**src/inc/mcutf_pkg.sv**
```systemverilog
// Package of constants and types for the instruction timing and flow core
package mcutf_pkg;
	// Widths
	localparam int DATA_W = 8;
	localparam int ADDR_W = 11;
	localparam int INSN_W = 16;
	localparam int DMEM_ADDR_W = 8;
	// Instruction cycle in system clocks and phase counter
	localparam int CLKS_PER_CYCLE = 4;
	localparam logic [1:0] PHASE_LAST = 2'h3;
	localparam logic [1:0] PHASE_RESET = 2'h0;
	// Return stack depth and pointer width
	localparam int STACK_DEPTH = 8;
	localparam int SP_W = 3;
	// Reset values
	localparam logic [10:0] PC_RESET = 11'h000;
	localparam logic [7:0] ACC_RESET = 8'h00;
	localparam logic [2:0] SP_RESET = 3'h0;
	// Data memory address of the program counter low byte
	localparam logic [7:0] PC_LOW_ADDR = 8'h06;
	// Opcode field positions
	localparam int OP_HI = 15;
	localparam int OP_LO = 11;
	localparam int BIT_HI = 10;
	localparam int BIT_LO = 8;
	// Opcode encoding of the 5-bit major field (own encoding)
	typedef enum logic [4:0] {
		OP_NOP      = 5'h00,
		OP_XFER_MA  = 5'h01, // register to accumulator
		OP_XFER_AM  = 5'h02, // accumulator to register
		OP_XFER_XA  = 5'h03, // immediate to accumulator
		OP_ADD      = 5'h04,
		OP_ADDM     = 5'h05,
		OP_SUB      = 5'h06,
		OP_SUBM     = 5'h07,
		OP_AND      = 5'h08,
		OP_OR       = 5'h09,
		OP_XOR      = 5'h0a,
		OP_COMP     = 5'h0b,
		OP_COMP_ACC = 5'h0c,
		OP_INC      = 5'h0d,
		OP_INC_ACC  = 5'h0e,
		OP_DCR      = 5'h0f,
		OP_DCR_ACC  = 5'h10,
		OP_ROTR     = 5'h11,
		OP_ROTL     = 5'h12,
		OP_ROTRC    = 5'h13,
		OP_ROTLC    = 5'h14,
		OP_SZ       = 5'h15, // skip if memory zero
		OP_SNZ_BIT  = 5'h16, // skip if bit set
		OP_SZ_BIT   = 5'h17, // skip if bit clear
		OP_JUMP     = 5'h18,
		OP_CALL     = 5'h19,
		OP_SUB_EXIT = 5'h1a,
		OP_IRET     = 5'h1b,
		OP_TABRD    = 5'h1c,
		OP_ADDX     = 5'h1d,
		OP_SUBX     = 5'h1e,
		OP_ANDX     = 5'h1f
	} mcutf_op_e;
	// Sequencer states, one per instruction cycle slot
	typedef enum logic [1:0] {
		ST_EXEC  = 2'b00,
		ST_FLUSH = 2'b01,
		ST_TABLE = 2'b10
	} mcutf_state_e;
endpackage

```
**src/verilog/mcutf_core.sv**
```systemverilog
// Instruction sequencer, program counter, return stack and accumulator
`timescale 1ns/1ps
// Notes on behaviour
// - An instruction cycle is four system clocks; all timing counts these.
// - Plain instructions take one cycle; branch, call, table read take two.
// - Jump, call, subroutine exit and interrupt exit add one cycle.
// - Writing the program counter low byte jumps there and adds one cycle.
// - A skip test costs one cycle, plus one more when it skips.
// - Moves: register to acc, acc to register, immediate to acc.
// - Add sets carry above 255; subtract flags borrow below zero.
// - Increment and decrement by one, to memory or to the accumulator.
// - Logic results set zero flag when zero, clear it otherwise.
// - Register moves pass through the accumulator; no memory to memory move.
// - Rotates move one bit; through-carry forms send outgoing bit to carry.
// - Call saves the next address; subroutine exit resumes there.
// - Jump loads the target and saves no return address.
// - Conditional branches test memory or a bit, then run or skip next.
module mcutf_core (
	// Clock and reset
	input wire logic sys_clk,
	input wire logic arst_n,
	// Program memory fetch
	output logic [10:0] prog_addr,
	input wire logic [15:0] prog_data,
	// Data memory
	output logic [7:0] dmem_addr,
	input wire logic [7:0] dmem_rdata,
	output logic [7:0] dmem_wdata,
	output logic dmem_we,
	// Status
	output logic [7:0] acc_out,
	output logic carry_flag,
	output logic zero_flag,
	output logic cycle_strobe,
	output logic stack_overflow
);
	logic [1:0] phase;
	logic cycle_end;
	mcutf_pkg::mcutf_state_e state;
	mcutf_pkg::mcutf_state_e next_state;
	logic [10:0] pc;
	logic [10:0] next_pc;
	logic [7:0] acc;
	logic [15:0] insn;
	logic [4:0] op;
	logic [7:0] operand;
	logic [2:0] bit_sel;
	logic [10:0] stack [mcutf_pkg::STACK_DEPTH];
	logic [2:0] sp;
	logic push;
	logic pop;
	logic take_skip;
	logic mem_write;
	logic acc_write;
	logic pc_low_write;
	logic [7:0] alu_result;
	logic alu_carry;
	logic alu_carry_we;
	logic alu_zero;
	logic alu_zero_we;
	logic [10:0] pc_inc;

	assign insn = prog_data;
	assign op = insn[mcutf_pkg::OP_HI:mcutf_pkg::OP_LO];
	assign operand = insn[7:0];
	assign bit_sel = insn[mcutf_pkg::BIT_HI:mcutf_pkg::BIT_LO];
	assign pc_inc = pc + 11'h001;

	// Phase counter marks the last clock of each instruction cycle
	always_ff @(posedge sys_clk or negedge arst_n) begin
		if (!arst_n) begin
			phase <= mcutf_pkg::PHASE_RESET;
		end else begin
			phase <= phase + 2'h1;
		end
	end
	assign cycle_end = (phase == mcutf_pkg::PHASE_LAST);

	// Shared datapath; memory operand combines with acc for add, subtract, and, or, xor
	mcutf_alu u_alu (
		.op(op),
		.acc(acc),
		.mem(dmem_rdata),
		.imm(operand),
		.carry_in(carry_flag),
		.result(alu_result),
		.carry_out(alu_carry),
		.carry_we(alu_carry_we),
		.zero_out(alu_zero),
		.zero_we(alu_zero_we)
	);

	// Classify destination of the executing instruction
	always_comb begin
		mem_write = 1'b0;
		acc_write = 1'b0;
		take_skip = 1'b0;
		push = 1'b0;
		pop = 1'b0;
		unique case (op)
			mcutf_pkg::OP_XFER_AM, mcutf_pkg::OP_ADDM, mcutf_pkg::OP_SUBM,
			mcutf_pkg::OP_COMP, mcutf_pkg::OP_INC, mcutf_pkg::OP_DCR,
			mcutf_pkg::OP_ROTR, mcutf_pkg::OP_ROTL, mcutf_pkg::OP_ROTRC,
			mcutf_pkg::OP_ROTLC: mem_write = 1'b1;
			mcutf_pkg::OP_XFER_MA, mcutf_pkg::OP_XFER_XA, mcutf_pkg::OP_ADD,
			mcutf_pkg::OP_SUB, mcutf_pkg::OP_AND, mcutf_pkg::OP_OR,
			mcutf_pkg::OP_XOR, mcutf_pkg::OP_COMP_ACC, mcutf_pkg::OP_INC_ACC,
			mcutf_pkg::OP_DCR_ACC, mcutf_pkg::OP_ADDX, mcutf_pkg::OP_SUBX,
			mcutf_pkg::OP_ANDX: acc_write = 1'b1;
			mcutf_pkg::OP_SZ: take_skip = (dmem_rdata == 8'h00);
			mcutf_pkg::OP_SNZ_BIT: take_skip = dmem_rdata[bit_sel];
			mcutf_pkg::OP_SZ_BIT: take_skip = ~dmem_rdata[bit_sel];
			mcutf_pkg::OP_CALL: push = 1'b1;
			mcutf_pkg::OP_SUB_EXIT, mcutf_pkg::OP_IRET: pop = 1'b1;
			default: begin
			end
		endcase
		pc_low_write = mem_write && (operand == mcutf_pkg::PC_LOW_ADDR);
	end

	// Next program counter and next cycle slot
	always_comb begin
		next_pc = pc_inc;
		next_state = mcutf_pkg::ST_EXEC;
		unique case (state)
			mcutf_pkg::ST_EXEC: begin
				if (op == mcutf_pkg::OP_JUMP || op == mcutf_pkg::OP_CALL) begin
					next_pc = insn[10:0];
					next_state = mcutf_pkg::ST_FLUSH;
				end else if (pop) begin
					next_pc = stack[sp - 3'h1];
					next_state = mcutf_pkg::ST_FLUSH;
				end else if (pc_low_write) begin
					next_pc = {pc[10:8], alu_result};
					next_state = mcutf_pkg::ST_FLUSH;
				end else if (take_skip) begin
					next_pc = pc + 11'h002;
					next_state = mcutf_pkg::ST_FLUSH;
				end else if (op == mcutf_pkg::OP_TABRD) begin
					next_pc = pc;
					next_state = mcutf_pkg::ST_TABLE;
				end
			end
			mcutf_pkg::ST_FLUSH: next_pc = pc;
			mcutf_pkg::ST_TABLE: next_pc = pc_inc;
			default: next_pc = pc;
		endcase
	end

	// Sequencer advances once per instruction cycle
	always_ff @(posedge sys_clk or negedge arst_n) begin
		if (!arst_n) begin
			state <= mcutf_pkg::ST_EXEC;
		end else if (cycle_end) begin
			state <= next_state;
		end
	end

	// Program counter; the flush slot idles so the redirect costs one cycle
	always_ff @(posedge sys_clk or negedge arst_n) begin
		if (!arst_n) begin
			pc <= mcutf_pkg::PC_RESET;
		end else if (cycle_end && state == mcutf_pkg::ST_EXEC) begin
			pc <= next_pc;
		end else if (cycle_end && state == mcutf_pkg::ST_TABLE) begin
			pc <= next_pc;
		end
	end

	// Return stack; wraps on overflow like a ring, flagged for software
	always_ff @(posedge sys_clk or negedge arst_n) begin
		if (!arst_n) begin
			sp <= mcutf_pkg::SP_RESET;
			stack_overflow <= 1'b0;
		end else if (cycle_end && state == mcutf_pkg::ST_EXEC) begin
			if (push) begin
				sp <= sp + 3'h1;
				if (sp == 3'h7) begin
					stack_overflow <= 1'b1;
				end
			end else if (pop) begin
				sp <= sp - 3'h1;
			end
		end
	end

	// Stack storage has no reset; an entry is always pushed before it is read
	always_ff @(posedge sys_clk) begin
		if (cycle_end && state == mcutf_pkg::ST_EXEC && push) begin
			stack[sp] <= pc_inc;
		end
	end

	// Accumulator and flags; only ALU results reach them
	always_ff @(posedge sys_clk or negedge arst_n) begin
		if (!arst_n) begin
			acc <= mcutf_pkg::ACC_RESET;
			carry_flag <= 1'b0;
			zero_flag <= 1'b0;
		end else if (cycle_end && state == mcutf_pkg::ST_EXEC) begin
			if (acc_write) begin
				acc <= alu_result;
			end
			if (alu_carry_we) begin
				carry_flag <= alu_carry;
			end
			if (alu_zero_we) begin
				zero_flag <= alu_zero;
			end
		end
	end

	// Registered outputs toward memories and status
	always_ff @(posedge sys_clk or negedge arst_n) begin
		if (!arst_n) begin
			prog_addr <= mcutf_pkg::PC_RESET;
			dmem_addr <= 8'h00;
			dmem_wdata <= 8'h00;
			dmem_we <= 1'b0;
			cycle_strobe <= 1'b0;
			acc_out <= mcutf_pkg::ACC_RESET;
		end else begin
			prog_addr <= (state == mcutf_pkg::ST_TABLE) ? {3'h0, acc} : pc;
			dmem_addr <= operand;
			dmem_wdata <= (op == mcutf_pkg::OP_XFER_AM) ? acc : alu_result;
			dmem_we <= cycle_end && state == mcutf_pkg::ST_EXEC && mem_write;
			cycle_strobe <= cycle_end;
			acc_out <= acc;
		end
	end
endmodule

```
**src/verilog/mcutf_alu.sv**
```systemverilog
// Arithmetic and logic unit of the core
`timescale 1ns/1ps
module mcutf_alu (
	// Operation and operands
	input wire logic [4:0] op,
	input wire logic [7:0] acc,
	input wire logic [7:0] mem,
	input wire logic [7:0] imm,
	input wire logic carry_in,
	// Results
	output logic [7:0] result,
	output logic carry_out,
	output logic carry_we,
	output logic zero_out,
	output logic zero_we
);
	logic [8:0] wide;

	// One combinational datapath, result always heads for acc or memory
	always_comb begin
		wide = 9'h000;
		result = acc;
		carry_out = carry_in;
		carry_we = 1'b0;
		zero_we = 1'b1;
		unique case (op)
			mcutf_pkg::OP_ADD, mcutf_pkg::OP_ADDM, mcutf_pkg::OP_ADDX: begin
				wide = {1'b0, acc} + {1'b0, (op == mcutf_pkg::OP_ADDX) ? imm : mem};
				result = wide[7:0];
				carry_out = wide[8];
				carry_we = 1'b1;
			end
			mcutf_pkg::OP_SUB, mcutf_pkg::OP_SUBM, mcutf_pkg::OP_SUBX: begin
				wide = {1'b0, acc} - {1'b0, (op == mcutf_pkg::OP_SUBX) ? imm : mem};
				result = wide[7:0];
				carry_out = ~wide[8];
				carry_we = 1'b1;
			end
			mcutf_pkg::OP_AND: result = acc & mem;
			mcutf_pkg::OP_ANDX: result = acc & imm;
			mcutf_pkg::OP_OR: result = acc | mem;
			mcutf_pkg::OP_XOR: result = acc ^ mem;
			mcutf_pkg::OP_COMP, mcutf_pkg::OP_COMP_ACC: result = ~mem;
			mcutf_pkg::OP_INC, mcutf_pkg::OP_INC_ACC: result = mem + 8'h01;
			mcutf_pkg::OP_DCR, mcutf_pkg::OP_DCR_ACC: result = mem - 8'h01;
			mcutf_pkg::OP_ROTR: begin
				result = {mem[0], mem[7:1]};
				zero_we = 1'b0;
			end
			mcutf_pkg::OP_ROTL: begin
				result = {mem[6:0], mem[7]};
				zero_we = 1'b0;
			end
			mcutf_pkg::OP_ROTRC: begin
				result = {carry_in, mem[7:1]};
				carry_out = mem[0];
				carry_we = 1'b1;
				zero_we = 1'b0;
			end
			mcutf_pkg::OP_ROTLC: begin
				result = {mem[6:0], carry_in};
				carry_out = mem[7];
				carry_we = 1'b1;
				zero_we = 1'b0;
			end
			mcutf_pkg::OP_XFER_MA: begin
				result = mem;
				zero_we = 1'b0;
			end
			mcutf_pkg::OP_XFER_XA: begin
				result = imm;
				zero_we = 1'b0;
			end
			default: zero_we = 1'b0;
		endcase
		zero_out = (result == 8'h00);
	end
endmodule

```
**config.mk**
```make
export PLATFORM = sky130hd
export DESIGN_NAME = mcutf_core
export DESIGN_NICKNAME = d
export VERILOG_FILES = /design/src/inc/mcutf_pkg.sv /design/src/verilog/mcutf_core.sv /design/src/verilog/mcutf_alu.sv
export SDC_FILE = /design/constraint.sdc
export NUM_CORES = 1
export LEC_CHECK = 0
export BUFFER_PORTS_ARGS = -buffer_cell sky130_fd_sc_hd__buf_2
export CORE_UTILIZATION = 60
export DETAILED_ROUTE_END_ITERATION = 7
export GPL_TIMING_DRIVEN = 0
export PLACE_DENSITY = 0.8
export SYNTH_ARGS = -nofsm -noshare
export SYNTH_HDL_FRONTEND = slang
export SYNTH_SLANG_ARGS = --single-unit
```
**constraint.sdc**
```tcl
create_clock -name sys_clk -period 3.9 [get_ports sys_clk]
set_input_delay 0.975 -clock sys_clk [delete_from_list [all_inputs] [get_ports sys_clk]]
set_output_delay 0.975 -clock sys_clk [all_outputs]
set_load 0.005 [all_outputs]
```
==> run metrics, run 1 <==
status finished with violations; violated checks DRC, setup timing; post-synth cell types 87; Top Ports 66; number of detailed-route iterations in the first pass 8; CTS clk-pin slew, worst paths 0.06 ns; leakage power 4.26 nW; hold path endpoint phase[0]; Die Y 126 um; hold_sp phase[0]; vias 7803; max_slew headroom 25.4%; Slew Limit Fails 0; ANT cells 0; Die Area 15800 sq um; Post-synth EDFFs 88; Reg2Reg Depth 12; initial antenna violation count 0; CTS tree done; Avg WL per Cell 23.0 um; first-pass GRT wire length 40.5 mm; DP Area 9790 sq um; crit end category flop; pre-CTS WS -0.993 ns; cts bufs inserted 17; Via density 6.76; CP Launch Type input pin; reg2reg end pc[1]; Tmin final 4.32 ns; # port buffers 62; Max Fclk 231 MHz; Setup Crit Path Kind input pin to flop; Post-synth ARST share 42.9%; Yosys warnings 0; Post-Syn Area 9170 sq um; worst-skew pair later-pin latency 0.42 ns; Final Hold Fails 0; Post-DRT Antenna Nets 0; post-synthesis net count 919; Final HPWL DP 18.5 mm; ys flop type edfxtp_1; layout cells sized above 1 23.4%; sequential share of the synthesized area 46.8%; nets 1024; GRT Total Usage 34.2%; Hold/Removal Path Class flop to flop; Reg-to-Reg Start sp[0]; #FFs+latches synth 154; Power Density 564 nW/um^2; Layout Skew 0.00990 ns; # DRC 10; flop2flop setup slack 0.36 ns; Critical Path RT 4.23 ns; Worst VDD drop 0.520 mV; vias in the first global route 7214; Rows 44; core area 14700 sq um; clk buf depth 2; hold path cells 1; clock sink count 154; Final Setup Violations 1; CTS H-Tree Depth 4; RSZ-0062 raised after global routing true; setup ws final -0.423 ns; largest net degree at the start of global routing 67; CP Max Fanout 5; Final period util 111%; DRT Wirelength 26.6 mm; Final GP Congestion 0.973; CTS Hold Buffers Added 0; # fillers 968; Gate Count Post-Synth 853; Worst Tran Pin Value 1.12 ns; initial core utilization 62.4%; Avg Inst Size Synth 10.8 sq um; die span in x 126 um; Max Cap Viol 0; Area Growth Syn to Fin 16.8%; Initial DRC Count 1015; clk root buf clkbuf_16; GR Overflow Total 0; crit path DAT 4.65 ns; post-route cell area 10700 sq um
## layout make-up
type | count | area (sq um) | share of cell area (%)
well taps | 184 | 230 | 2.15
plain buffers | 47 | 304 | 2.84
clock buffers | 18 | 429 | 4.01
clock inverters | 14 | 133 | 1.24
inverters | 35 | 134 | 1.25
repair buffers | 88 | 561 | 5.23
flip-flops and latches | 154 | 4290 | 40.1
multi-input cells | 615 | 4630 | 43.2
## worst max-delay path by stage
stage	start	to	slack, ns	depth (start not counted)
3_5_place_dp	prog_data[13]	zero_flag	-0.99	15
5_1_grt	prog_data[11]	zero_flag	-0.48	16
4_1_cts	prog_data[12]	zero_flag	-0.25	16
3_3_place_gp	prog_data[13]	zero_flag	-0.94	15
2_1_floorplan	prog_data[14]	zero_flag	-0.35	15
6_report	prog_data[11]	zero_flag	-0.42	16
## where the power goes
part           internal [mW]  total (mW)  switching [mW]  leakage (nW)
clock                  0.843        1.55           0.706         0.268
sequential              2.10        2.28           0.183          1.60
combinational          0.880        2.21            1.33          2.39
total                   3.82        6.04            2.22          4.26
## flip-flops by register name, indices dropped and copies added (netlist names), 2 cells and up
name        flops
pc             11
dmem_wdata      8
phase           2
acc             8
stack          88
state           2
sp              3
dmem_addr       8
acc_out         8
prog_addr      11
## placed cells by master (no fill, tap or decap), types with 7 or more instances in the layout
cell type  Yosys  routed
o21ai_0       61      60
clkbuf_16      0      17
o211ai_1       7       7
nor2_1        68      62
nand2_1       92      90
dfrtp_1       66      66
o22ai_1       11      10
a31oi_1       21      21
buf_2          7      63
xor2_1        15      15
a21oi_1       34      33
mux2i_1       17      16
inv_1         34      33
xnor2_1       16      16
nand3_1       21      20
ha_1          37      37
and2_1         8       8
edfxtp_1      88      88
buf_4          4      24
nand2b_1      10      10
nand3b_1       7       7
nor3_1         9       7
clkbuf_1      24      22
buf_6         10      15
nor2b_1        9       8
mux4_2        24      24
## through the flow
| step | TNS [ns] | instances | hold slack [ns] | utilization, % | power, mW |
|---|---|---|---|---|---|
| final | -0.423 | 1155 | 0.449 | 72.9 | 6.04 |
| after global routing | -0.674 | 1155 | 0.471 | 72.9 | 6.30 |
| after CTS | -0.248 | 1140 | 0.459 | 71.2 | 5.93 |
| after detailed placement | -31.07 | 1101 | 0.447 | 66.6 | 4.34 |
| after global placement | -47.77 | 1099 | 0.414 | 66.4 | 4.27 |
| after floorplan | -0.406 | 853 | 0.394 | - | 3.65 |
## kinds of logic (layout without fill, tap and decap cells)
logic type                 Yosys count  in the layout  share of synthesized area (%)
muxes                               47             47                           8.49
adders and majority gates           40             40                           5.70
xor gates and xnor gates            31             31                           2.96
buffers and inverters               84            202                           4.52
AOI/OAI and AO/OA                  222            222                           16.8
DFF                                154            154                           46.8
and+or+nand+nor                    275            275                           14.7
## critical path, cell delays in order
cell,delay [ns]
buf_6,0.10
buf_6,0.12
or2_1,0.23
buf_6,0.13
o32ai_4,0.11
buf_12,0.16
inv_4,0.03
fa_1,0.56
or3_4,0.16
o32ai_4,0.07
a221oi_2,0.22
nand3_1,0.16
a211o_4,0.35
or4_1,0.52
or4_4,0.51
o31ai_4,0.25
## per-layer routing
layer	part of all wire (%)	vias up	global-route usage, %	wire, um
met1	38	3732	45.4	10100
met4	4.7	0	17.4	1260
met2	46	555	53.4	12300
li1	-	3410	-	-
met3	11	106	7.31	2950
met5	0	-	0	0
## what timing repair did
item                                    CTS  global route
buffers inserted                          7            16
gates resized for setup                  11            35
gates cloned                              0             1
pin swaps                                 5            14
endpoints found under the setup margin   15            63
hold endpoints to repair                  0             0
## cell usage after synthesis, types with 4 or more instances
cell type / instances / area share (%)
edfxtp_1: 88 / 29
xnor2_1: 16 / 1.5
buf_1: 4 / 0.16
or2_2: 6 / 0.41
or3_1: 6 / 0.41
a22o_1: 5 / 0.48
a21oi_1: 34 / 1.9
o211ai_1: 7 / 0.57
and2_1: 8 / 0.55
nor3_1: 9 / 0.49
dfrtp_1: 66 / 18
mux2_2: 6 / 0.74
buf_2: 7 / 0.38
nand4_1: 5 / 0.34
o21bai_1: 4 / 0.33
mux2i_1: 17 / 1.9
o22a_1: 4 / 0.38
o22ai_1: 11 / 0.75
a22oi_1: 5 / 0.41
inv_1: 34 / 1.4
clkbuf_1: 24 / 0.98
a221oi_1: 5 / 0.48
nor2b_1: 9 / 0.61
nand3b_1: 7 / 0.57
buf_4: 4 / 0.33
a2bb2oi_1: 4 / 0.38
xor2_1: 15 / 1.4
buf_6: 10 / 1.2
o21ai_0: 61 / 3.3
mux4_2: 24 / 5.9
o21a_1: 5 / 0.41
nand2b_1: 10 / 0.68
a31oi_1: 21 / 1.4
nand3_1: 21 / 1.1
a21o_1: 6 / 0.49
and3_1: 6 / 0.41
ha_1: 37 / 5.0
nor4_1: 6 / 0.41
nor2_1: 68 / 2.8
nand2_1: 92 / 3.8
Note: power is estimated with default switching activity, not from simulation.
==> run 2: changes to the inputs <==
--- a/config.mk
+++ b/config.mk
@@ -5,6 +5,7 @@
 export SDC_FILE = /design/constraint.sdc
 export NUM_CORES = 1
 export LEC_CHECK = 0
+export ABC_AREA = 1
 export BUFFER_PORTS_ARGS = -buffer_cell sky130_fd_sc_hd__buf_2
 export CORE_UTILIZATION = 60
 export DETAILED_ROUTE_END_ITERATION = 7
==> run 2 against run 1 <==
The run now ends clean. Clock power grew 9%. Register-to-register slack lost 0.17 ns. Synthesized cell count grew 39%. Non-clock buffer count shrank 31. Worst setup slack gained 0.58 ns. Die area grew 2.2%. Count of clock-buffer cells in the layout shrank 1. Sequential power grew 7%. Critical endpoint is now pc[4]. Largest power group is now combinational cells.
==> run metrics, run 2 <==
status complete, no violations; hold_sp phase[0]; Post-synth EDFFs 88; crit end category flop; worst-skew pair later-pin latency 0.43 ns; Slew Limit Fails 0; most frequent cells in the layout 304 x nand2_1, 135 x nor2_1, 127 x inv_1; post-route cell area 10700 sq um; Avg WL per Cell 20.9 um; #FFs+latches synth 154; pre-CTS WS -0.466 ns; clk root buf clkbuf_16; Biggest register stack; nets 1341; Top Ports 66; sequential share of the synthesized area 45.8%; Net Sw Frac 41.9%; clock sink count 154; first-pass GRT wire length 46.5 mm; Yosys top cell area share 28.2%; Layout Skew 0.00795 ns; Post-CTS Setup Repair Bufs 0; setup TNS 0 ns; CTS tree done; area of the multi-input gates 4530 sq um; Die Y 127 um; Int Pwr 3.99 mW; Post-Syn Area 9370 sq um; Final period util 96.0%; hold path cells 1; Critical Path RT 4.22 ns; layout cells sized above 1 13.3%; register area 4290 sq um; initial antenna violation count 0; Power Density 642 nW/um^2; Initial DRC Count 1369; Yosys warnings 0; core area 15200 sq um; clock share of power 24.6%; cell with the most instances after synthesis nand2_1; Gate Count Post-Synth 1186; vias in the first global route 8164; commonest non-fill, non-tap cell in the layout nand2_1; largest registers stack x88, pc x11, prog_addr x11; leakage power 5.00 nW; Reg2Reg Depth 17; vias 9190; hold path endpoint phase[0]; CTS clk-pin slew, worst paths 0.06 ns; ys flop type edfxtp_1; # DRC 0; ranking of synthesized cells by area edfxtp_1 28%, dfrtp_1 18%, nand2_1 12%, o21ai_0 5.8%, nor2_1 5.6%; Hold/Removal Path Class flop to flop; Rows 45; DP Area 10100 sq um; Final Hold Fails 0; Layout Cells excl Fill 1476; Final HPWL DP 22.1 mm; Tmin final 3.74 ns; setup ws final 0.156 ns; sequential share of power 35.5%; reg2reg end pc[7]; Setup Crit Path Kind input pin to flop; Avg Inst Size Synth 7.90 sq um; initial core utilization 61.6%; Commonest cells post-synth 306 x nand2_1, 139 x nor2_1, 127 x inv_1; post-layout utilization of the core 70.5%; CP Launch Type input pin; # port buffers 63; post-synthesis net count 1252; Worst VDD drop 0.360 mV; Post-DRT Antenna Nets 0; cts bufs inserted 17; Worst Tran Pin Value 0.948 ns; Area Growth Syn to Fin 14.3%; post-synth cell types 40; GRT Total Usage 39.0%; max_slew headroom 36.6%; Synth area leader edfxtp_1; Max Cap Viol 0; # fillers 1223; WHS 0.435 ns; die span in x 127 um; Max Fclk 267 MHz; ANT cells 0; Via density 6.23; CTS H-Tree Depth 4; CTS Hold Buffers Added 0; Final GP Congestion 1.04; Reg-to-Reg Start sp[0]; Final Setup Violations 0; combinational power share 39.9%; GR Overflow Total 0; DP Cell Count 1445; overall power 6.87 mW; crit path DAT 4.07 ns; clk buf depth 2; CP Max Fanout 10; Die Area 16100 sq um; DRT Wirelength 30.8 mm; Post-synth ARST share 42.9%; flop2flop setup slack 0.19 ns; largest net degree at the start of global routing 67; max FFs per register 88; number of detailed-route iterations in the first pass 6; Switch Pwr 2.88 mW
run 2: cell types whose count changed in the layout (fill, tap and decap cells not counted), moves of 15 or more:
cell and change:
nand2_1 +214, inv_1 +94, nor2_1 +73, nand3_1 +72, o21ai_0 +41, mux4_2 -24, buf_4 -23, a31oi_1 -19
nand4_1 +16, buf_2 +15
run 2: area by class of cell:
class,count,area share (%)
plain buffers,33,1.35
clock buffers,17,3.97
clock inverters,15,1.66
inverters,134,4.69
multi-input cells,864,42.2
flip-flops and latches,154,40.1
well taps,188,2.20
repair buffers,71,3.81
run 2: cells by family after synthesis:
| kind of cell | count (synthesis) | synth area share [%] |
|---|---|---|
| and+or+nand+nor | 614 | 27.9 |
| AOI/OAI and AO/OA | 179 | 10.7 |
| buffers and inverters | 168 | 6.92 |
| DFF | 154 | 45.8 |
| adders and majority gates | 40 | 5.58 |
| xor gates and xnor gates | 21 | 1.96 |
| muxes | 10 | 1.07 |
run 2: power by group through the flow:
stage / sequential [mW] / combinational (mW) / clock, mW
after global placement: 2.44 / 2.46 / 0
after detailed placement: 2.45 / 2.55 / 0
after floorplan: 2.35 / 1.68 / 0
final: 2.44 / 2.74 / 1.69
after global routing: 2.45 / 2.99 / 1.76
after CTS: 2.42 / 2.63 / 1.69
run 2: how the worst max path moves through the flow:
stage,start,to,slack (ns),cells past startpoint
2_1_floorplan,prog_data[12],pc[6],0.47,21
3_3_place_gp,prog_data[12],pc[6],-0.41,22
3_5_place_dp,prog_data[12],pc[6],-0.47,22
4_1_cts,prog_data[12],pc[4],-0.02,21
5_1_grt,prog_data[12],pc[4],-0.02,21
6_report,prog_data[12],pc[4],0.16,21
run 2: layer usage:
metal / wire (um) / track usage, %
met4: 1180 / 13.9
met5: 0 / 0
met1: 12200 / 55.8
met3: 3840 / 7.79
met2: 13500 / 59.6
run 2: what timing repair did:
| action | 4_1_cts | 5_1_grt |
|---|---|---|
| resized for setup | 2 | 25 |
| pin swaps | 0 | 0 |
| setup endpoints to repair | 9 | 16 |
run 2: critical path: stages:
cell and delay, ns:
buf_2 0.15, inv_2 0.10, nand2_2 0.14, nor2_4 0.15, nand2_2 0.15, buf_2 0.22, o21ai_1 0.22, ha_1 0.35
a21oi_2 0.26, o21ai_1 0.12, or2_2 0.28, nand3_1 0.09, nand3_1 0.10, nor2_1 0.13, nand2_1 0.18, nand2_1 0.12
nand3_1 0.08, nand2_1 0.08, nand2_1 0.06, nand2_1 0.05, nand2_1 0.04
